===== src/rx_status_pkg.sv =====
// What this block does
// - Lane status bit sets at error limit
// - Command bit 7 clears selected lane interrupt
// - Command bit 6 disables selected lane counter
// - Command bit 5 resets selected lane counter
// - Bits 2..0 pick the commanded lane
// - Report code-group lock per lane
// - Flag register bit 7 write clears interrupt
// - Lost code-group lock asserts sync request
// - Report live frame alignment per lane
// - Frame loss restarts synchronization automatically
// - Hold last checksum result per lane
// - Lane alignment bit, loss on sync request
// - Interrupt flags in bits 0, 1, 2, 3
// - Octets per frame resets to one
// - Masked bad-character limit pulls interrupt low
// - Masked code-group failure pulls interrupt low
package rx_status_pkg;

  // ==========================================================
  // Geometry
  localparam int          NUM_LANES  = 8;
  localparam int          ADDR_W     = 12;
  localparam int          DATA_W     = 8;
  localparam int          LANE_SEL_W = 3;

  // ==========================================================
  // Register offsets
  localparam logic [11:0] ADDR_BAD_CTRL_CHAR = 12'h46f;
  localparam logic [11:0] ADDR_CODE_GROUP    = 12'h470;
  localparam logic [11:0] ADDR_FRAME_ALIGN   = 12'h471;
  localparam logic [11:0] ADDR_CHECKSUM      = 12'h472;
  localparam logic [11:0] ADDR_LANE_ALIGN    = 12'h473;
  localparam logic [11:0] ADDR_FRAMING_CTRL  = 12'h476;

  // ==========================================================
  // Field positions
  localparam int          CMD_CLEAR_BIT   = 7;
  localparam int          CMD_DISABLE_BIT = 6;
  localparam int          CMD_RESET_BIT   = 5;
  localparam int          CMD_LANE_LSB    = 0;
  localparam int          FLAG_CLEAR_BIT  = 7;
  localparam int          IRQF_CODE_GROUP = 0;
  localparam int          IRQF_FRAME      = 1;
  localparam int          IRQF_CHECKSUM   = 2;
  localparam int          IRQF_LANE_ALIGN = 3;

  // ==========================================================
  // Values after reset and fixed values
  localparam logic [7:0]  OCTETS_RESET    = 8'h01;
  localparam logic [7:0]  OCTETS_TWO      = 8'h02;
  localparam logic [7:0]  OCTETS_FOUR     = 8'h04;
  localparam logic [7:0]  COUNT_RESET     = 8'h00;
  localparam logic [7:0]  COUNT_MAX       = 8'hff;
  localparam logic [7:0]  READ_UNMAPPED   = 8'h00;

  // ==========================================================
  // Timing: sync request pulse after alignment loss, 80 ns
  localparam int          CLK_PERIOD_NS      = 20;
  localparam int          RESYNC_PULSE_NS    = 80;
  localparam logic [3:0]  RESYNC_PULSE_CYCLES =
    4'((RESYNC_PULSE_NS + CLK_PERIOD_NS - 1) / CLK_PERIOD_NS);

endpackage


===== src/serial_link_rx_status_monitor.sv =====
`timescale 1ns/1ns

module serial_link_rx_status_monitor
  import rx_status_pkg::*;
(
  input  wire logic                                 MCLK,
  input  wire logic                                 RSTN,
  // Register access from the serial control port
  input  wire logic [rx_status_pkg::ADDR_W-1:0]     REG_ADDR,
  input  wire logic [rx_status_pkg::DATA_W-1:0]     REG_WDATA,
  input  wire logic                                 REG_WR,
  input  wire logic                                 REG_RD,
  output logic      [rx_status_pkg::DATA_W-1:0]     REG_RDATA,
  // Lane status from the deframers
  input  wire logic [rx_status_pkg::NUM_LANES-1:0]  LANE_BAD_CTRL_CHAR,
  input  wire logic [rx_status_pkg::NUM_LANES-1:0]  CODE_GROUP_LOCK,
  input  wire logic [rx_status_pkg::NUM_LANES-1:0]  FRAME_ALIGNMENT_LOCK,
  input  wire logic [rx_status_pkg::NUM_LANES-1:0]  CHECKSUM_DONE,
  input  wire logic [rx_status_pkg::NUM_LANES-1:0]  CHECKSUM_OK,
  input  wire logic [rx_status_pkg::NUM_LANES-1:0]  LANE_ALIGNMENT_LOCK,
  // Settings held outside this block
  input  wire logic [rx_status_pkg::DATA_W-1:0]     ERROR_COUNT_LIMIT,
  input  wire logic                                 BAD_CTRL_CHAR_IRQ_ENABLE,
  input  wire logic                                 CODE_GROUP_IRQ_ENABLE,
  // Outputs
  output logic                                      IRQ_N,
  output logic      [3:0]                           IRQ_FLAGS,
  output logic      [rx_status_pkg::NUM_LANES-1:0]  UNEXPECTED_CTRL_CHAR_STATUS,
  output logic                                      LINK_RESYNC_REQUEST_OUT_N,
  output logic                                      FRAME_RESTART,
  output logic      [rx_status_pkg::DATA_W-1:0]     OCTETS_PER_FRAME,
  output logic                                      FRAME_START
);

  import rx_status_pkg::*;

  // ==========================================================
  // Helpers

  // One-hot lane mask, empty when the command bit is not set
  function automatic logic [NUM_LANES-1:0] lane_onehot(
    input logic [LANE_SEL_W-1:0] sel,
    input logic                  en
  );
    logic [NUM_LANES-1:0] mask;
    mask      = '0;
    mask[sel] = en;
    return mask;
  endfunction

  // ==========================================================
  // Write decode

  logic                  wr_cmd;
  logic                  wr_cg;
  logic                  wr_fa;
  logic                  wr_chk;
  logic                  wr_la;
  logic                  wr_ctrl;
  logic [LANE_SEL_W-1:0] command_lane_select;
  logic [NUM_LANES-1:0]  clear_lane_interrupt;
  logic [NUM_LANES-1:0]  disable_lane_error_counter;
  logic [NUM_LANES-1:0]  reset_lane_error_counter;
  logic [NUM_LANES-1:0]  unexpected_ctrl_char_status;

  // Command bits act only in the write cycle and are never stored
  assign wr_cmd  = REG_WR && (REG_ADDR == ADDR_BAD_CTRL_CHAR);
  assign wr_cg   = REG_WR && (REG_ADDR == ADDR_CODE_GROUP);
  assign wr_fa   = REG_WR && (REG_ADDR == ADDR_FRAME_ALIGN);
  assign wr_chk  = REG_WR && (REG_ADDR == ADDR_CHECKSUM);
  assign wr_la   = REG_WR && (REG_ADDR == ADDR_LANE_ALIGN);
  assign wr_ctrl = REG_WR && (REG_ADDR == ADDR_FRAMING_CTRL);

  // Reserved command bits 4:3 are ignored
  assign command_lane_select = REG_WDATA[CMD_LANE_LSB +: LANE_SEL_W];
  assign clear_lane_interrupt =
    lane_onehot(command_lane_select, wr_cmd && REG_WDATA[CMD_CLEAR_BIT]);
  assign disable_lane_error_counter =
    lane_onehot(command_lane_select, wr_cmd && REG_WDATA[CMD_DISABLE_BIT]);
  assign reset_lane_error_counter =
    lane_onehot(command_lane_select, wr_cmd && REG_WDATA[CMD_RESET_BIT]);

  // ==========================================================
  // Per-lane unexpected control character counters

  // A limit of zero is never met by an increment, so that lane never flags
  for (genvar g = 0; g < NUM_LANES; g++)
  begin : g_lane
    logic [7:0] cnt_ff;
    logic [7:0] nxt_cnt;
    logic       dis_ff;
    logic       nxt_dis;
    logic       sts_ff;
    logic       nxt_sts;

    // Status sets on the count step that meets the limit, so a clear
    // is not undone at once by a count already sitting at the limit
    always_comb
    begin
      nxt_cnt = cnt_ff;
      nxt_dis = dis_ff;
      nxt_sts = sts_ff;
      if (clear_lane_interrupt[g])
      begin
        nxt_sts = 1'b0;
      end
      if (reset_lane_error_counter[g])
      begin
        nxt_cnt = COUNT_RESET;
        nxt_dis = 1'b0;
      end
      else if (LANE_BAD_CTRL_CHAR[g] && !dis_ff && (cnt_ff != COUNT_MAX))
      begin
        nxt_cnt = cnt_ff + 8'h01;
        if (nxt_cnt == ERROR_COUNT_LIMIT)
        begin
          nxt_sts = 1'b1;
        end
      end
      if (disable_lane_error_counter[g])
      begin
        nxt_dis = 1'b1;
      end
    end

    // Counter, disable and status registers
    always_ff @(posedge MCLK or negedge RSTN)
    begin
      if (!RSTN)
      begin
        cnt_ff <= COUNT_RESET;
        dis_ff <= 1'b0;
        sts_ff <= 1'b0;
      end
      else
      begin
        cnt_ff <= nxt_cnt;
        dis_ff <= nxt_dis;
        sts_ff <= nxt_sts;
      end
    end

    assign unexpected_ctrl_char_status[g] = sts_ff;
  end

  // ==========================================================
  // Lock history, checksum results and interrupt flags

  logic [NUM_LANES-1:0] prev_cg_ff;
  logic [NUM_LANES-1:0] nxt_prev_cg;
  logic [NUM_LANES-1:0] prev_fa_ff;
  logic [NUM_LANES-1:0] nxt_prev_fa;
  logic [NUM_LANES-1:0] prev_la_ff;
  logic [NUM_LANES-1:0] nxt_prev_la;
  logic [NUM_LANES-1:0] checksum_ok_ff;
  logic [NUM_LANES-1:0] nxt_checksum_ok;
  logic [3:0]           flags_ff;
  logic [3:0]           nxt_flags;
  logic [3:0]           flag_set;
  logic [3:0]           flag_clr;
  logic                 fa_lost;
  logic                 la_lost;

  // Loss is a falling lock; a lane that never locked raises nothing
  always_comb
  begin
    nxt_prev_cg = CODE_GROUP_LOCK;
    nxt_prev_fa = FRAME_ALIGNMENT_LOCK;
    nxt_prev_la = LANE_ALIGNMENT_LOCK;
    fa_lost     = |(prev_fa_ff & ~FRAME_ALIGNMENT_LOCK);
    la_lost     = |(prev_la_ff & ~LANE_ALIGNMENT_LOCK);
    // Result held until that lane computes its next checksum
    nxt_checksum_ok = (checksum_ok_ff & ~CHECKSUM_DONE)
                    | (CHECKSUM_OK & CHECKSUM_DONE);
    flag_set = '0;
    flag_set[IRQF_CODE_GROUP] = |(prev_cg_ff & ~CODE_GROUP_LOCK);
    flag_set[IRQF_FRAME]      = fa_lost;
    flag_set[IRQF_CHECKSUM]   = |(CHECKSUM_DONE & ~CHECKSUM_OK);
    flag_set[IRQF_LANE_ALIGN] = la_lost;
    // Bit 7 of a flag register only clears its interrupt
    flag_clr = '0;
    flag_clr[IRQF_CODE_GROUP] = wr_cg  && REG_WDATA[FLAG_CLEAR_BIT];
    flag_clr[IRQF_FRAME]      = wr_fa  && REG_WDATA[FLAG_CLEAR_BIT];
    flag_clr[IRQF_CHECKSUM]   = wr_chk && REG_WDATA[FLAG_CLEAR_BIT];
    flag_clr[IRQF_LANE_ALIGN] = wr_la  && REG_WDATA[FLAG_CLEAR_BIT];
    // A new failure in the clearing cycle survives
    nxt_flags = (flags_ff & ~flag_clr) | flag_set;
  end

  // History and flag registers
  always_ff @(posedge MCLK or negedge RSTN)
  begin
    if (!RSTN)
    begin
      prev_cg_ff     <= '0;
      prev_fa_ff     <= '0;
      prev_la_ff     <= '0;
      checksum_ok_ff <= '0;
      flags_ff       <= '0;
    end
    else
    begin
      prev_cg_ff     <= nxt_prev_cg;
      prev_fa_ff     <= nxt_prev_fa;
      prev_la_ff     <= nxt_prev_la;
      checksum_ok_ff <= nxt_checksum_ok;
      flags_ff       <= nxt_flags;
    end
  end

  // ==========================================================
  // Interrupt and sync request outputs

  logic       irq_n_ff;
  logic       nxt_irq_n;
  logic       ucc_cause;
  logic       cg_cause;
  logic       resync_n_ff;
  logic       nxt_resync_n;
  logic       restart_ff;
  logic       nxt_restart;
  logic [3:0] pulse_cnt_ff;
  logic [3:0] nxt_pulse_cnt;

  // Request holds while any lane lacks code-group lock; an alignment
  // loss adds a fixed pulse so the transmitter restarts its sequence
  always_comb
  begin
    // Each cause is gated by its own enable; either one pulls the line low
    ucc_cause = BAD_CTRL_CHAR_IRQ_ENABLE && (|unexpected_ctrl_char_status);
    cg_cause  = CODE_GROUP_IRQ_ENABLE && flags_ff[IRQF_CODE_GROUP];
    nxt_irq_n = ~(ucc_cause || cg_cause);
    nxt_restart   = fa_lost;
    nxt_pulse_cnt = pulse_cnt_ff;
    // A second loss in mid-pulse starts the full pulse length again
    if (fa_lost || la_lost)
    begin
      nxt_pulse_cnt = RESYNC_PULSE_CYCLES;
    end
    else if (pulse_cnt_ff != 4'h0)
    begin
      nxt_pulse_cnt = pulse_cnt_ff - 4'h1;
    end
    nxt_resync_n = ~((|(~CODE_GROUP_LOCK)) || (nxt_pulse_cnt != 4'h0));
  end

  // Output registers; request asserted (low) out of reset
  always_ff @(posedge MCLK or negedge RSTN)
  begin
    if (!RSTN)
    begin
      irq_n_ff     <= 1'b1;
      resync_n_ff  <= 1'b0;
      restart_ff   <= 1'b0;
      pulse_cnt_ff <= 4'h0;
    end
    else
    begin
      irq_n_ff     <= nxt_irq_n;
      resync_n_ff  <= nxt_resync_n;
      restart_ff   <= nxt_restart;
      pulse_cnt_ff <= nxt_pulse_cnt;
    end
  end

  // ==========================================================
  // Framing control and register read back

  logic [7:0] octets_ff;
  logic [7:0] nxt_octets;
  logic [7:0] octet_cnt_ff;
  logic [7:0] nxt_octet_cnt;
  logic [7:0] frame_len;
  logic       frame_start_ff;
  logic       nxt_frame_start;
  logic [7:0] rdata_ff;
  logic [7:0] nxt_rdata;

  // Illegal frame sizes are kept for read back but frame as one octet,
  // so a bad write cannot stall the lane framing
  always_comb
  begin
    // Any value is stored; only the framing below checks legality
    nxt_octets = wr_ctrl ? REG_WDATA : octets_ff;
    frame_len  = ((octets_ff == OCTETS_TWO) || (octets_ff == OCTETS_FOUR))
               ? octets_ff : OCTETS_RESET;
    // A frame restart realigns the octet phase
    if (restart_ff || (octet_cnt_ff >= frame_len - 8'h01))
    begin
      nxt_octet_cnt = COUNT_RESET;
    end
    else
    begin
      nxt_octet_cnt = octet_cnt_ff + 8'h01;
    end
    nxt_frame_start = (nxt_octet_cnt == COUNT_RESET);
    // Read data holds between reads; unmapped reads return zero
    nxt_rdata = rdata_ff;
    if (REG_RD)
    begin
      unique case (REG_ADDR)
        ADDR_BAD_CTRL_CHAR: nxt_rdata = unexpected_ctrl_char_status;
        ADDR_CODE_GROUP:    nxt_rdata = CODE_GROUP_LOCK;
        ADDR_FRAME_ALIGN:   nxt_rdata = FRAME_ALIGNMENT_LOCK;
        ADDR_CHECKSUM:      nxt_rdata = checksum_ok_ff;
        ADDR_LANE_ALIGN:    nxt_rdata = LANE_ALIGNMENT_LOCK;
        ADDR_FRAMING_CTRL:  nxt_rdata = octets_ff;
        default:            nxt_rdata = READ_UNMAPPED;
      endcase
    end
  end

  // Framing and read data registers
  always_ff @(posedge MCLK or negedge RSTN)
  begin
    if (!RSTN)
    begin
      octets_ff      <= OCTETS_RESET;
      octet_cnt_ff   <= COUNT_RESET;
      frame_start_ff <= 1'b0;
      rdata_ff       <= READ_UNMAPPED;
    end
    else
    begin
      octets_ff      <= nxt_octets;
      octet_cnt_ff   <= nxt_octet_cnt;
      frame_start_ff <= nxt_frame_start;
      rdata_ff       <= nxt_rdata;
    end
  end

  // ==========================================================
  // Outputs, all straight from flip-flops

  assign REG_RDATA                   = rdata_ff;
  assign IRQ_N                       = irq_n_ff;
  assign IRQ_FLAGS                   = flags_ff;
  assign UNEXPECTED_CTRL_CHAR_STATUS = unexpected_ctrl_char_status;
  assign LINK_RESYNC_REQUEST_OUT_N   = resync_n_ff;
  assign FRAME_RESTART               = restart_ff;
  assign OCTETS_PER_FRAME            = octets_ff;
  assign FRAME_START                 = frame_start_ff;

endmodule


===== config.mk =====
export PLATFORM = sky130hd
export DESIGN_NAME = serial_link_rx_status_monitor
export DESIGN_NICKNAME = d
export VERILOG_FILES = /design/src/rx_status_pkg.sv /design/src/serial_link_rx_status_monitor.sv
export SDC_FILE = /design/constraint.sdc
export NUM_CORES = 1
export LEC_CHECK = 0
export ABC_AREA = 1
export BUFFER_PORTS_ARGS = -buffer_cell sky130_fd_sc_hd__buf_2
export CAP_MARGIN = 15
export CELL_PAD_IN_SITES_DETAIL_PLACEMENT = 0
export CELL_PAD_IN_SITES_GLOBAL_PLACEMENT = 1
export CORE_UTILIZATION = 42
export DETAILED_ROUTE_END_ITERATION = 8
export GPL_ROUTABILITY_DRIVEN = 0
export PLACE_DENSITY = 0.9
export REMOVE_ABC_BUFFERS = 1
export SLEW_MARGIN = 20
export SYNTH_ARGS = -nofsm -noshare
export SYNTH_HDL_FRONTEND = slang
export SYNTH_SLANG_ARGS = --single-unit

===== constraint.sdc =====
create_clock -name MCLK -period 2.56 [get_ports MCLK]
set_input_delay 0.512 -clock MCLK [delete_from_list [all_inputs] [get_ports MCLK]]
set_output_delay 0.512 -clock MCLK [all_outputs]
set_load 0.01 [all_outputs]

==> metrics.yaml <==
cts_root_buffer: "clkbuf_16"
synth_area_um2: 9400
yosys.area.top_type: "dfrtp_1"
ys_warn_count: 0
fillers: 2271
numCtsBuffers: 17
utilization_pct: 49.8
clk_latency_ps: 440
cts.sinks: 148
die_area_um2: 23000
end_kind: "flop"
synth-simple-area-share_pct: 36.6
synth_seq_cells: 148
p_per_area_nw_per_um2: 744
pin_count: 114
htree_levels: 4
cts_tree: "yes"
wl_per_cell_um: 14.6
fmax_ghz: 0.455
fin_nets: 1629
synthMuxAreaShare_pct: 0.107
synth-xor-area-share_pct: 1.92
swShare_pct: 37.8
synthAdderAreaFrac_pct: 2.40
synth.top_cell.area_share_pct: 38.9
postRouteAntennaNets: 0
slew_headroom_pct: 56.7
rsz0062_at_grt: "false"
p_sw_mw: 3.07
chipWidth_um: 152
drt-initial-drc-count: 478
critical_path_class: "flop to flop"
numPortBuffers: 113
dr.pass1.iters: 5
cts_setup_buffers: 0
grt_pass1_wl_mm: 42.5
viasPerCell: 4.97
tightest_slew_ps: 646
post-route-drc-count: 0
antenna_cells: 0
peakVddDrop_v: 0.000470
stdcell_area_um2: 10900
pre_cts_ws_ps: 334
hp-class: "input port to async pin"
ys_seq_area_share_pct: 39.4
p_leak_nw: 5.98
fin_crit_ps: 2200
synth_top_family_by_area: "simple AND/OR/NAND/NOR gates"
maxCapViolCount: 0
synth_area_leaders: "dfrtp_1, nand2_1, inv_1"
p_total_mw: 8.12
grt_pass1_vias: 8606
setup_viol: 0
clkPwrFrac_pct: 31.7
hold_ws_ps: 26.8
timing.rr.start: "OCTETS_PER_FRAME[4]"
postCtsHoldBufs: 0
setup_ws_ps: 361
maxSlewViolCount: 0
syn_area_per_cell_um2: 6.68
p_int_mw: 5.04
fin_cells: 1822
dieHeight_um: 152
grt_start_max_net_pins: 54
dpl_cell_area_um2: 10300
crit_start: "OCTETS_PER_FRAME[4]"
dp_hpwl_mm: 19.9
yosysUniqueCellTypes: 42
synth_compound_area_share_pct: 8.51
start_kind: "flop"
outcome: "completed"
required_ps: 2920
dp.cells: 1790
p_seq_share_pct: 40.2
drt_wl_total_mm: 26.5
antenna_found_initial: 2
clk_pin_slew_worst_paths_ps: 70
clock_skew_ps: 8.05
hold_violations: 0
setup_tns_ps: 0
clockBufferDepth: 2
coreArea_um2: 21900
ctsResizeCount: 0
critPathArrivalTime_ps: 2550
drive_above_1_share_pct: 12.2
synth_cells: 1407
fin_crit_sh_pct: 85.9
comb_power_share_pct: 28.1
start_util_pct: 42.9
areaGrowthSynthToFinish_pct: 16.1
grt.overflow.total: 0
via_count: 9047
path_max_fanout: 8
grtUsageTotal_pct: 24.3
rows: 54
-- per-layer routing --
| layer | track usage (%) | part of all wire, % | vias to the layer above |
|---|---|---|---|
| met5 | 0 | 0 | - |
| met4 | 7.57 | 1.9 | 0 |
| met3 | 4.76 | 7.2 | 34 |
| met2 | 41.9 | 47 | 252 |
| met1 | 30.6 | 44 | 4106 |
| li1 | - | - | 4655 |
-- final cells by class --
class                      instances  area, um^2  area share, %
multi-input combinational       1002        4680           42.9
clock buffer                      18         439           4.03
timing repair buffer             131         719           6.60
inverter                         229         860           7.88
clock inverter                    14         158           1.45
tap                              280         350           3.21
sequential                       148        3710           34.0
-- power by group through the flow --
stage	sequential, mW	combinational [mW]	clock, mW
final	3.26	2.28	2.57
after global routing	3.33	2.68	2.74
after CTS	3.25	2.29	2.63
after detailed placement	3.29	2.28	0
after global placement	3.28	2.24	0
after floorplan	3.18	1.65	0
-- layout by cell type, fill, tap and decap left out, types with 10 or more instances in the layout --
| master | instances |
|---|---|
| a21oi_1 | 25 |
| nor2_1 | 135 |
| inv_1 | 225 |
| buf_2 | 112 |
| nand2_1 | 462 |
| o21bai_1 | 10 |
| o21ai_0 | 82 |
| xor2_1 | 10 |
| nor3_1 | 12 |
| buf_4 | 17 |
| dfrtp_1 | 146 |
| nand3_1 | 159 |
| clkbuf_16 | 17 |
| nand4_1 | 13 |
| ha_1 | 18 |
| o22ai_1 | 11 |
-- state kept, by name, indices dropped and copies added (netlist names), named ones only --
signal,count
pulse_cnt_ff,4
octet_cnt_ff,8
IRQ_FLAGS,4
g_lane.cnt_ff,64
prev_la_ff,8
FRAME_START,1
LINK_RESYNC_REQUEST_OUT_N,1
g_lane.dis_ff,8
IRQ_N,1
g_lane.sts_ff,8
FRAME_RESTART,1
prev_cg_ff,8
REG_RDATA,8
OCTETS_PER_FRAME,8
prev_fa_ff,8
-- cell families after synthesis --
family / count (synthesis)
AOI/OAI and AO/OA: 146
xor gates and xnor gates: 19
adders and majority gates: 18
buffers and inverters: 262
DFF: 148
muxes: 1
other: 1
and+or+nand+nor: 812
-- critical path, cell delays in order (launching register included) --
cell and delay (ps):
dfrtp_1 410, nor4_1 380, nand2_1 130, ha_1 300
inv_1 60, nor2_1 30, o21bai_1 120, nand2_1 70
a21oi_1 250, inv_1 200, nor3_1 170
-- synth_stat cells (all sizes together) --
library cell / n
dfstp: 2
or2: 6
mux2i: 1
buf: 25
nor3: 14
nand2: 463
nor2: 140
nor4: 6
conb: 1
a21o: 1
clkbuf: 8
clkinv: 3
o22ai: 11
xor2: 10
o21bai: 10
nand4: 19
o2111ai: 1
nand3b: 2
a21boi: 1
ha: 18
nand3: 159
and2: 3
dfrtp: 146
inv: 226
xnor3: 1
xnor2: 8
a21oi: 27
o211ai: 4
o21ai: 91
-- worst paths after layout --
| kind | end | slack, ps | depth (start not counted) |
|---|---|---|---|
| worst min-delay path | FRAME_RESTART | 30 | 1 |
| worst max-delay path | octet_cnt_ff[2] | 360 | 10 |
| worst max register to register | octet_cnt_ff[2] | 360 | 10 |
| max in group asynchronous | g_lane[3].cnt_ff[3] | 1770 | 2 |
| worst min register to register | IRQ_FLAGS[3] | 490 | 2 |
| min in group MCLK | prev_fa_ff[5] | 210 | 1 |
Power figures use the tool's default switching activity.
